--- config.mk ---
export PLATFORM = sky130hd
export DESIGN_NAME = brw_top
export DESIGN_NICKNAME = d
export VERILOG_FILES = /design/src/brw_pkg.sv /design/src/brw_debounce.sv /design/src/brw_top.sv
export VERILOG_INCLUDE_DIRS = /design/src /design/src/src
export SDC_FILE = /design/constraint.sdc
export NUM_CORES = 1
export LEC_CHECK = 0
export BUFFER_PORTS_ARGS = -buffer_cell sky130_fd_sc_hd__clkbuf_2
export CORE_MARGIN = 5
export CORE_UTILIZATION = 55
export CTS_CLUSTER_DIAMETER = 30
export DETAILED_ROUTE_END_ITERATION = 6
export PLACE_DENSITY = 0.78
export SETUP_SLACK_MARGIN = 0.3
export SLEW_MARGIN = 20
export SYNTH_ARGS = -nofsm -noshare
export SYNTH_HDL_FRONTEND = slang
export SYNTH_SLANG_ARGS = --single-unit
--- constraint.sdc ---
create_clock -name clock_i -period 2.2 [get_ports clock_i]
set_input_delay 0.11 -clock clock_i [delete_from_list [all_inputs] [get_ports clock_i]]
set_output_delay 0.11 -clock clock_i [all_outputs]
set_load 0.02 [all_outputs]
--- src/brw_cfg.svh ---
`ifndef BRW_CFG_SVH
`define BRW_CFG_SVH
// Summary of operation
// After any reset the timer is passive and never resets the system.
// First trigger request after reset moves the timer from passive to active.
// Software selects the timeout from four periods: 2, 10, 50 or 255 seconds.
// When active, a gap between triggers longer than the period causes reset.
// Once active, the timer stays active until reset; software cannot disable.
// A new timeout selection is accepted at any time and used from then on.
// Software triggers more often than the selected period to avoid a reset.
// Handle button gives one short reset pulse; rearms only after handle closes.
// Driving the backplane push-reset low resets the board like the handle button.
// Power-on reset is held while any monitored supply is out of specification.
// By default the health LED lights only when supplies good and reset released.
// Every system reset returns the health LED to its default health mode.
// On request the LED goes to software control until the next system reset.
// Manual inputs are debounced and each event stretched to a fixed reset width.

//--------------------------------------------------------------
// Timing
//--------------------------------------------------------------
`define BRW_CLK_HZ 125000000
`define BRW_TICK_MS 1
`define BRW_TICK_CYC (`BRW_CLK_HZ / 1000 * `BRW_TICK_MS)
`define BRW_SEL_2S 2'h0
`define BRW_SEL_10S 2'h1
`define BRW_SEL_50S 2'h2
`define BRW_SEL_255S 2'h3
`define BRW_T_2S_MS 2000
`define BRW_T_10S_MS 10000
`define BRW_T_50S_MS 50000
`define BRW_T_255S_MS 255000
`define BRW_DEB_MS 10
`define BRW_PULSE_MS 100
`define BRW_POR_MS 200
`endif

--- src/brw_pkg.sv ---
package brw_pkg;
	typedef enum logic [1:0] {BRW_PASSIVE, BRW_ACTIVE} brw_wd_state_t;
	// Software service request bundle
	typedef struct packed {
		logic trigger;
		logic sel_we;
		logic [1:0] sel;
		logic led_take;
		logic led_value;
	} brw_sw_req_t;
	// Raw board pins
	typedef struct packed {
		logic supply_1v8_ok;
		logic supply_3v3_ok;
		logic supply_5v_ok;
		logic handle_pressed;
		logic handle_closed;
		logic ext_push_reset_n;
	} brw_pins_t;
endpackage : brw_pkg

--- src/brw_debounce.sv ---
`timescale 1ns/10ps
`include "brw_cfg.svh"
// Synchronises a pin and accepts a new level only after it holds steady.
module brw_debounce import brw_pkg::*; #(
	parameter int STABLE_TICKS = `BRW_DEB_MS
) (
	input wire logic clock_i,
	input wire logic rst_n_i,
	input wire logic tick_i,
	input wire logic pin_i,
	output logic level_o
);
	localparam int CW = $clog2(STABLE_TICKS + 1);
	logic meta;
	logic sync;
	logic [CW-1:0] count;
	wire differs = sync != level_o;
	wire settled = count == CW'(STABLE_TICKS);
	// Two-stage synchroniser; meta only feeds sync
	always_ff @(posedge clock_i) begin
		meta <= pin_i;
		sync <= meta;
	end
	// Count ticks of disagreement; bounce restarts the count
	always_ff @(posedge clock_i) begin
		if (!rst_n_i || !differs) begin
			count <= '0;
		end else if (tick_i) begin
			count <= count + CW'(1);
		end
	end
	always_ff @(posedge clock_i) begin
		if (!rst_n_i) begin
			level_o <= 1'b0;
		end else if (differs && settled) begin
			level_o <= sync;
		end
	end
endmodule : brw_debounce

--- src/brw_top.sv ---
`timescale 1ns/10ps
`include "brw_cfg.svh"
module brw_top import brw_pkg::*; #(
	parameter int TICK_CYC = `BRW_TICK_CYC,
	parameter int T2_MS = `BRW_T_2S_MS,
	parameter int T10_MS = `BRW_T_10S_MS,
	parameter int T50_MS = `BRW_T_50S_MS,
	parameter int T255_MS = `BRW_T_255S_MS,
	parameter int DEB_MS = `BRW_DEB_MS,
	parameter int PULSE_MS = `BRW_PULSE_MS,
	parameter int POR_MS = `BRW_POR_MS
) (
	input wire logic clock_i,
	input wire logic rst_n_i,
	input wire brw_pins_t pins_i,
	input wire brw_sw_req_t sw_i,
	output logic system_reset_n_o,
	output logic board_healthy_led_o,
	output logic timer_active_o,
	output logic [1:0] timer_sel_o,
	output logic led_soft_o
);
	//--------------------------------------------------------------
	// Millisecond tick divider
	//--------------------------------------------------------------
	localparam int DW = $clog2(TICK_CYC + 1);
	logic [DW-1:0] div;
	logic tick;
	wire div_end = div == DW'(TICK_CYC - 1);
	always_ff @(posedge clock_i) begin
		if (!rst_n_i) begin
			div <= '0;
			tick <= 1'b0;
		end else begin
			div <= div_end ? '0 : div + DW'(1);
			tick <= div_end;
		end
	end

	//--------------------------------------------------------------
	// Supply monitor and power-on reset
	//--------------------------------------------------------------
	logic [2:0] sup_meta;
	logic [2:0] sup_sync;
	wire all_good = &sup_sync;
	// Supply pins are asynchronous to the clock
	always_ff @(posedge clock_i) begin
		sup_meta <= {pins_i.supply_1v8_ok, pins_i.supply_3v3_ok, pins_i.supply_5v_ok};
		sup_sync <= sup_meta;
	end
	localparam int PW = $clog2(POR_MS + 1);
	logic [PW-1:0] por_cnt;
	logic por_active;
	wire por_done = por_cnt == PW'(POR_MS);
	// Any bad supply restarts the hold time, so the reset covers brownouts too
	always_ff @(posedge clock_i) begin
		if (!rst_n_i || !all_good) begin
			por_cnt <= '0;
			por_active <= 1'b1;
		end else begin
			if (tick && !por_done) begin
				por_cnt <= por_cnt + PW'(1);
			end
			por_active <= !por_done;
		end
	end

	//--------------------------------------------------------------
	// Manual reset sources
	//--------------------------------------------------------------
	logic handle_lvl;
	logic closed_lvl;
	logic push_lvl;
	brw_debounce #(.STABLE_TICKS(DEB_MS)) u_deb_handle (
		.clock_i(clock_i),
		.rst_n_i(rst_n_i),
		.tick_i(tick),
		.pin_i(pins_i.handle_pressed),
		.level_o(handle_lvl)
	);
	brw_debounce #(.STABLE_TICKS(DEB_MS)) u_deb_closed (
		.clock_i(clock_i),
		.rst_n_i(rst_n_i),
		.tick_i(tick),
		.pin_i(pins_i.handle_closed),
		.level_o(closed_lvl)
	);
	brw_debounce #(.STABLE_TICKS(DEB_MS)) u_deb_push (
		.clock_i(clock_i),
		.rst_n_i(rst_n_i),
		.tick_i(tick),
		.pin_i(!pins_i.ext_push_reset_n),
		.level_o(push_lvl)
	);
	// Armed flag lives across the system reset it causes, so only the
	// handle re-closing rearms it; that is what makes the pulse single
	logic handle_armed;
	logic handle_q;
	logic push_q;
	wire handle_evt = handle_lvl && !handle_q && handle_armed;
	wire push_evt = push_lvl && !push_q;
	always_ff @(posedge clock_i) begin
		if (!rst_n_i) begin
			handle_armed <= 1'b1;
			handle_q <= 1'b0;
			push_q <= 1'b0;
		end else begin
			handle_q <= handle_lvl;
			push_q <= push_lvl;
			if (handle_evt) begin
				handle_armed <= 1'b0;
			end else if (closed_lvl && !handle_lvl) begin
				handle_armed <= 1'b1;
			end
		end
	end

	//--------------------------------------------------------------
	// Reset pulse stretcher
	//--------------------------------------------------------------
	// One spare count: the first tick may come a cycle after the load, so
	// loading PULSE_MS + 1 keeps the pulse at least PULSE_MS ticks wide
	localparam int SW = $clog2(PULSE_MS + 2);
	logic [SW-1:0] pulse_cnt;
	wire pulse_busy = pulse_cnt != '0;
	logic wd_fire;
	wire start_pulse = handle_evt || push_evt || wd_fire;
	always_ff @(posedge clock_i) begin
		if (!rst_n_i) begin
			pulse_cnt <= '0;
		end else if (start_pulse) begin
			pulse_cnt <= SW'(PULSE_MS + 1);
		end else if (tick && pulse_busy) begin
			pulse_cnt <= pulse_cnt - SW'(1);
		end
	end
	// Internal system reset, shared by timer and LED logic
	wire sys_rst = por_active || pulse_busy || start_pulse;
	always_ff @(posedge clock_i) begin
		if (!rst_n_i) begin
			system_reset_n_o <= 1'b0;
		end else begin
			system_reset_n_o <= !sys_rst;
		end
	end

	//--------------------------------------------------------------
	// Supervisor timer
	//--------------------------------------------------------------
	function automatic logic [17:0] period_ms(input logic [1:0] sel);
		case (sel)
			`BRW_SEL_2S: period_ms = 18'(T2_MS);
			`BRW_SEL_10S: period_ms = 18'(T10_MS);
			`BRW_SEL_50S: period_ms = 18'(T50_MS);
			default: period_ms = 18'(T255_MS);
		endcase
	endfunction : period_ms
	brw_wd_state_t wd_state;
	logic [17:0] wd_cnt;
	wire wd_live = wd_state == BRW_ACTIVE;
	wire wd_expired = wd_live && tick && wd_cnt >= period_ms(timer_sel_o);
	always_ff @(posedge clock_i) begin
		if (!rst_n_i || sys_rst) begin
			wd_state <= BRW_PASSIVE;
			wd_cnt <= '0;
			wd_fire <= 1'b0;
		end else begin
			wd_fire <= wd_expired;
			case (wd_state)
				BRW_PASSIVE: begin
					if (sw_i.trigger) begin
						wd_state <= BRW_ACTIVE;
					end
					wd_cnt <= '0;
				end
				BRW_ACTIVE: begin
					// No exit path: only reset leaves this state
					if (sw_i.trigger) begin
						wd_cnt <= '0;
					end else if (tick && !wd_expired) begin
						wd_cnt <= wd_cnt + 18'(1);
					end
				end
				default: wd_state <= BRW_PASSIVE;
			endcase
		end
	end
	// Selection survives manual resets only through software rewriting it
	always_ff @(posedge clock_i) begin
		if (!rst_n_i || sys_rst) begin
			timer_sel_o <= `BRW_SEL_255S;
		end else if (sw_i.sel_we) begin
			timer_sel_o <= sw_i.sel;
		end
	end
	always_ff @(posedge clock_i) begin
		if (!rst_n_i) begin
			timer_active_o <= 1'b0;
		end else begin
			timer_active_o <= wd_live && !sys_rst;
		end
	end

	//--------------------------------------------------------------
	// Health LED
	//--------------------------------------------------------------
	logic led_sw_val;
	always_ff @(posedge clock_i) begin
		if (!rst_n_i || sys_rst) begin
			led_soft_o <= 1'b0;
			led_sw_val <= 1'b0;
		end else begin
			if (sw_i.led_take) begin
				led_soft_o <= 1'b1;
			end
			if (sw_i.led_take || led_soft_o) begin
				led_sw_val <= sw_i.led_value;
			end
		end
	end
	wire led_next = led_soft_o ? led_sw_val : (all_good && !sys_rst);
	always_ff @(posedge clock_i) begin
		if (!rst_n_i) begin
			board_healthy_led_o <= 1'b0;
		end else begin
			board_healthy_led_o <= led_next;
		end
	end

	//--------------------------------------------------------------
	// Checks
	//--------------------------------------------------------------
	// Cycles the stretcher has been busy, so the width check needs no long repetition
	logic [31:0] busy_cycles;
	always_ff @(posedge clock_i) begin
		if (!rst_n_i || !pulse_busy) begin
			busy_cycles <= '0;
		end else begin
			busy_cycles <= busy_cycles + 32'h1;
		end
	end
endmodule : brw_top

### Word level (Yosys, flattened, before mapping)

Index checks and enable logic that the tools add are counted.

* bitwise gates (word level): 2
* add/sub/neg operators: 7
* reductions and logical operators: 47
* multiplexer cells: 11
* eq/ne operators: 13
* magnitude comparators: 1

Operator list (count)
* 18-bit case mux with 3 select lines: 1
* 18-bit two-way mux: 2
* 18-bit case mux with 2 select lines: 1
* 18-bit by 1-bit adder with 18-bit output (second input constant): 1
* 18-bit greater-or-equal comparator: 1
* 17-bit by 1-bit adder with 17-bit output (second input constant): 1
* 17-bit equality test (second input constant): 1
* 1-bit logical AND: 14
* 7-bit two-way mux: 2
* 4-bit by 1-bit adder with 4-bit output (second input constant): 3
* 4-bit equality test (second input constant): 3
* 1-bit logical NOT: 12
* 1-bit logical OR: 10
* 8-bit by 1-bit adder with 8-bit output (second input constant): 1
* 8-bit equality test (second input constant): 1
* 7-bit nonzero test: 1
* 7-bit by 1-bit subtractor with 7-bit output (second input constant): 1
* 2-bit nonzero test: 3
* 2-bit by 1-bit equality test with 1-bit output (second input constant): 2
* 2-bit logical NOT: 2
* 2-bit case mux with 2 select lines: 1
* 2-bit AND reduction: 2
* 2-bit OR reduction: 2
* 1-bit two-way mux: 3
* other kinds (7): 10

* word-level logic and storage cells: 113
* register bits: 92
* output and inout port bits: 6
* bits of input ports: 14

### Longest topological paths before layout

* word-level depth: 9
* mapped depth: 11
* gate-level depth less buffers: 10

### By module

From an unflattened synthesis, not the netlist that was laid out.

* cells, all modules: 431
* area total of the unflattened synthesis: 3990.1 µm²

Modules (own cells, without submodules)
* brw_top: times used 1, sequential area each 1401.3 µm², cells an instance 356, area each 3183.1 µm²
* brw_debounce: times used 3, sequential area each 140.1 µm², cells an instance 25, area each 269.0 µm²

### Worst setup path before layout

OpenSTA, ideal clock, no wires.

* path kind: register -> register
* from: register timer_sel_o[0]
* to: register wd_cnt[5]
* slack: -0.373 ns
* arrival: 2.504 ns
* clock period less this slack: 2.573 ns
* cell stages (with the launch flop): 10
* library setup time: 0.070 ns
* buffers on the path: 0
* required time: 2.130 ns
* path through: dfxtp_1 > nand2_2 > ha_1 > a21o_1 > a41oi_4 > nand3_1 > a211oi_2 > nor2_2 > or4_1 > a21oi_1

* word-level cells in the longest chain between the ends: 8
* elaborated cells on any way between the ends: 10
* classes of those cells: order compare: 1; eq/ne: 3; mux: 1; reduce/logical: 5

Ends and longest elaborated chain
* start: declaration: RTL line brw_top.sv:20 `output logic [1:0] timer_sel_o,`
* start signal: assignment: RTL line brw_top.sv:191 `` timer_sel_o <= `BRW_SEL_255S; ``
* start signal: assignment: RTL line brw_top.sv:193 `timer_sel_o <= sw_i.sel;`
* 2-bit equality test (tied with other cells): RTL line brw_top.sv:151 `case (sel)`
* 18-bit case mux with 3 select lines (*): RTL line brw_top.sv:151
* 18-bit greater-or-equal comparator (*): RTL line brw_top.sv:161 `wire wd_expired = wd_live && tick && wd_cnt >= period_ms(timer_sel_o);`
* 1-bit logical AND (*): RTL line brw_top.sv:161
* 1-bit logical NOT (*): RTL line brw_top.sv:180 `end else if (tick && !wd_expired) begin`
* 1-bit logical AND (*): RTL line brw_top.sv:180
* 3-bit by 2-bit inequality test with 1-bit output (no source line) (*)
* 2-bit AND reduction (no source line) (*)
* end signal: assignment: RTL line brw_top.sv:181 `wd_cnt <= wd_cnt + 18'(1);`
* end: declaration: RTL line brw_top.sv:159 `logic [17:0] wd_cnt;`

Mark *: on every way between the ends. The rest lies on a longest branch, timed or not.
A chain may end at the register's enable or synchronous reset.

### Worst setup path after layout

* from: register timer_sel_o[0]
* to: register wd_cnt[7]

The elaborated chain is that of the path after synthesis.

==> flow_summary.toml <==
[final_layout]
syn_to_final_growth_pct = 25.1
drive_gt1_share_pct = 25.2
layout_common_cells = "dfxtp_1 (86), nor2_1 (57), nand2_1 (37)"
nets = 537
n_antenna_cell = 0
layout_commonest_cell = "dfxtp_1"
fin_cells = 607

[drt]
drt_iter0_markers = 159
wl_met2_um = 4040
drc = 0
routed_wl_um = 8340
wl_met3_um = 429
wl_met1_um = 3620
vias_per_cell = 5.43
wl_per_cell_um = 13.7
firstDrtPassIters = 4
final_antenna_net_count = 0
vias = 3297
top_layer = "met4"

[timing]
drv_slew = 0
final-setup-viol-count = 18
rsz0062_at_grt = "yes"
max_clock_freq_mhz = 424
clock-skew-final_ns = 0.0151
finalHoldViolations = 0
max_slew_margin_pct = 67.3
worstMarginPinSlew_ns = 0.487
fin_crit_sh_pct = 107
fin_crit_ns = 2.36
setup_ws_ns = -0.161

[setup_path]
path_depth = 10
end_kind = "flop"
path_common_cell = "a21oi_2"
path_max_fanout = 7
start_kind = "flop"
r2r_start = "timer_sel_o[0]"
worstPathRequired_ns = 2.49
cp-startpoint = "timer_sel_o[0]"
crit_end = "wd_cnt[7]"
crit_slowest_cell = "or4_4"
arrival_ns = 2.65
path_buf_inv = 2
reg2reg_to = "wd_cnt[7]"
critPathKind = "reg -> reg"
worstPathCellList = "buf_4 -> ha_2 -> a21oi_2 -> o22ai_1 -> a41o_1 -> a211oi_2 -> o21ai_2 -> buf_6 -> or4_4 -> a21oi_2"
critPathTopFamily = "compound AO/OA/AOI/OAI gates"
r2r_slack_ns = -0.16
r2r_cells = 10
slowest_delay_ns = 0.41

[synth]
postSynth.asyncResetShare_pct = 0
synth_seq_cells = 91
netlist-cell-type-count = 55
ys.flop_type = "dfxtp_1"
synthesis.instances = 438
yosysSeqAreaShare_pct = 45.5
syn_avg_cell_area_um2 = 9.14
syn_area_mm2 = 0.00400
yosysWarnings = 0
synth_nets = 471
synth_edf_count = 0

[status]
violations = "negative setup slack"
status = "finished, violations left"

[pwr]
p_int_uw = 2100
p_per_area_mw_per_mm2 = 545
p_leak_uw = 0.00190
p_seq_share_pct = 61.1
vdd_drop_max_mv = 0.566
switching_share_pct = 22.8
p_comb_share_pct = 2.1
power_uw = 2730
switchingPower_uw = 622
p_clk_share_pct = 36.8

[die]
core-area_mm2 = 0.00718
die_w_um = 95.3
rows = 31
start_util_pct = 55.8
ios = 20
die_h_um = 95.3
die_area_mm2 = 0.00908

[clocking]
clock_latency_ns = 0.35
cts-root-buf = "clkbuf_8"
path_clk_slew_ns = 0.10
htree_num_levels = 3
tritoncts = "yes"
cts_buffers = 9
clockBufferDepth = 2
clock_sinks = 91

[min_path]
hold_path_class = "in -> reg"

[placed_design]
gp_congestion = 0.899
portBuffers = 19
dp.cells = 574
dp_hpwl_um = 5450

[global_route]
grt_max_degree = 24
grt_overflow = 0
grt_pass1_vias = 3091
grt_pass1_wl_um = 13800
track_usage_pct = 19.1
antenna_found_initial = 0

[flow_run]
drv_cap = 0
## flip-flops by register name (all words and copies together), names as in the netlist, 2 cells and up
name                flops
sup_sync                3
u_deb_push.count        4
wd_cnt                 18
div                    17
pulse_cnt               7
u_deb_closed.count      4
timer_sel_o             2
por_cnt                 8
u_deb_handle.count      4
sup_meta                3
## metrics by stage
step | setup WS [ns] | hold slack (ns) | setup TNS, ns | instance area [um2] | utilization (%)
after floorplan | -0.0458 | 0.138 | -0.0995 | 4090 | -
after global placement | -0.0439 | 0.214 | -0.139 | 4480 | 62.4
after detailed placement | -0.122 | 0.214 | -1.18 | 4480 | 62.4
after CTS | -0.139 | 0.00540 | -1.09 | 4880 | 68.0
after global routing | -0.277 | 0.0190 | -3.29 | 5010 | 69.8
final | -0.161 | 0.0130 | -1.34 | 5010 | 69.8
## what timing repair did
item	4_1_cts	5_1_grt
endpoints found under the setup margin	20	26
setup buffers	8	1
pin swaps	9	24
hold buffers	9	0
hold endpoints to repair	8	0
resized for setup	17	35
## routing by layer
layer / global-route usage (%) / up-vias
met5: 0 / -
met4: 5.05 / 0
met3: 4.97 / 27
met2: 33.7 / 88
met1: 22.8 / 1526
li1: - / 1656
## worst min-delay path by stage
stage                   start           endpoint  depth (start not counted)
finish                sw_i[2]     timer_sel_o[0]                          3
global route          sw_i[0]         led_sw_val                          3
CTS                   sw_i[2]     timer_sel_o[0]                          3
detailed placement  pins_i[1]  u_deb_closed.meta                          1
global placement    pins_i[1]  u_deb_closed.meta                          1
floorplan           pins_i[3]        sup_meta[0]                          0
## synthesized netlist by cell type (2+ instances only)
cell       count  area (um2)
or4_1          4        30.0
and2_1         6        37.5
nor4_1         5        31.3
a21boi_0       5        37.5
o21ai_0       16        80.1
xnor2_1       12         105
mux2i_1        4        40.0
ha_1          19         238
or3_2          4        30.0
nor3_1         5        25.0
buf_2          2        10.0
inv_1         14        52.6
dfxtp_1       91        1820
nand2_1       39         146
o31ai_1        4        30.0
nand3b_1       6        45.0
nor2_1        58         218
nand4_1       11        68.8
nand3_1       19        95.1
and4_1         2        17.5
and3_1         6        37.5
or2_2          2        12.5
a211oi_1       4        30.0
o2111ai_1      2        17.5
o211ai_1       3        22.5
a21oi_1       15        75.1
clkbuf_1       8        30.0
a211oi_2       2        25.0
xor2_1        34         298
or3_1          8        50.1
nor2b_1        4        25.0
## worst min-delay path: cells and delay by family
kind / cells / cell delay [ns]
compound gates: 1 / 0.09
buf+inv: 1 / 0.08
simple gates: 1 / 0.05
## cells by family (layout without fill, tap and decap cells)
kind of cell | Yosys count | in the layout | share of synthesized area [%]
flip-flops | 91 | 91 | 45.5
AND/OR/NAND/NOR | 193 | 193 | 24.9
XOR/XNOR | 46 | 46 | 10.1
buffers and inverters | 24 | 94 | 2.31
AO/OA/AOI/OAI | 61 | 61 | 10.3
multiplexers | 4 | 4 | 1.00
adder cells (fa/ha/maj) | 19 | 19 | 5.94
## power groups by stage
stage                     clock network, uW  registers [uW]  logic [uW]
after CTS                              1030            1670        56.5
after global routing                   1110            1670        65.1
after detailed placement                  0            1710        44.0
after global placement                    0            1710        42.1
after floorplan                           0            1700        25.3
final                                  1000            1670        57.4
## layout make-up
type                    instances  area, um2
clock buffers                   9        124
fillers                       547       2170
repair buffers                 65        482
clock inverters                 6       48.8
flip-flops and latches         91       1830
well taps                      99        124
inverters                      14       57.6
multi-input cells             323       2340
No activity file was read; power rests on OpenSTA's default activity.
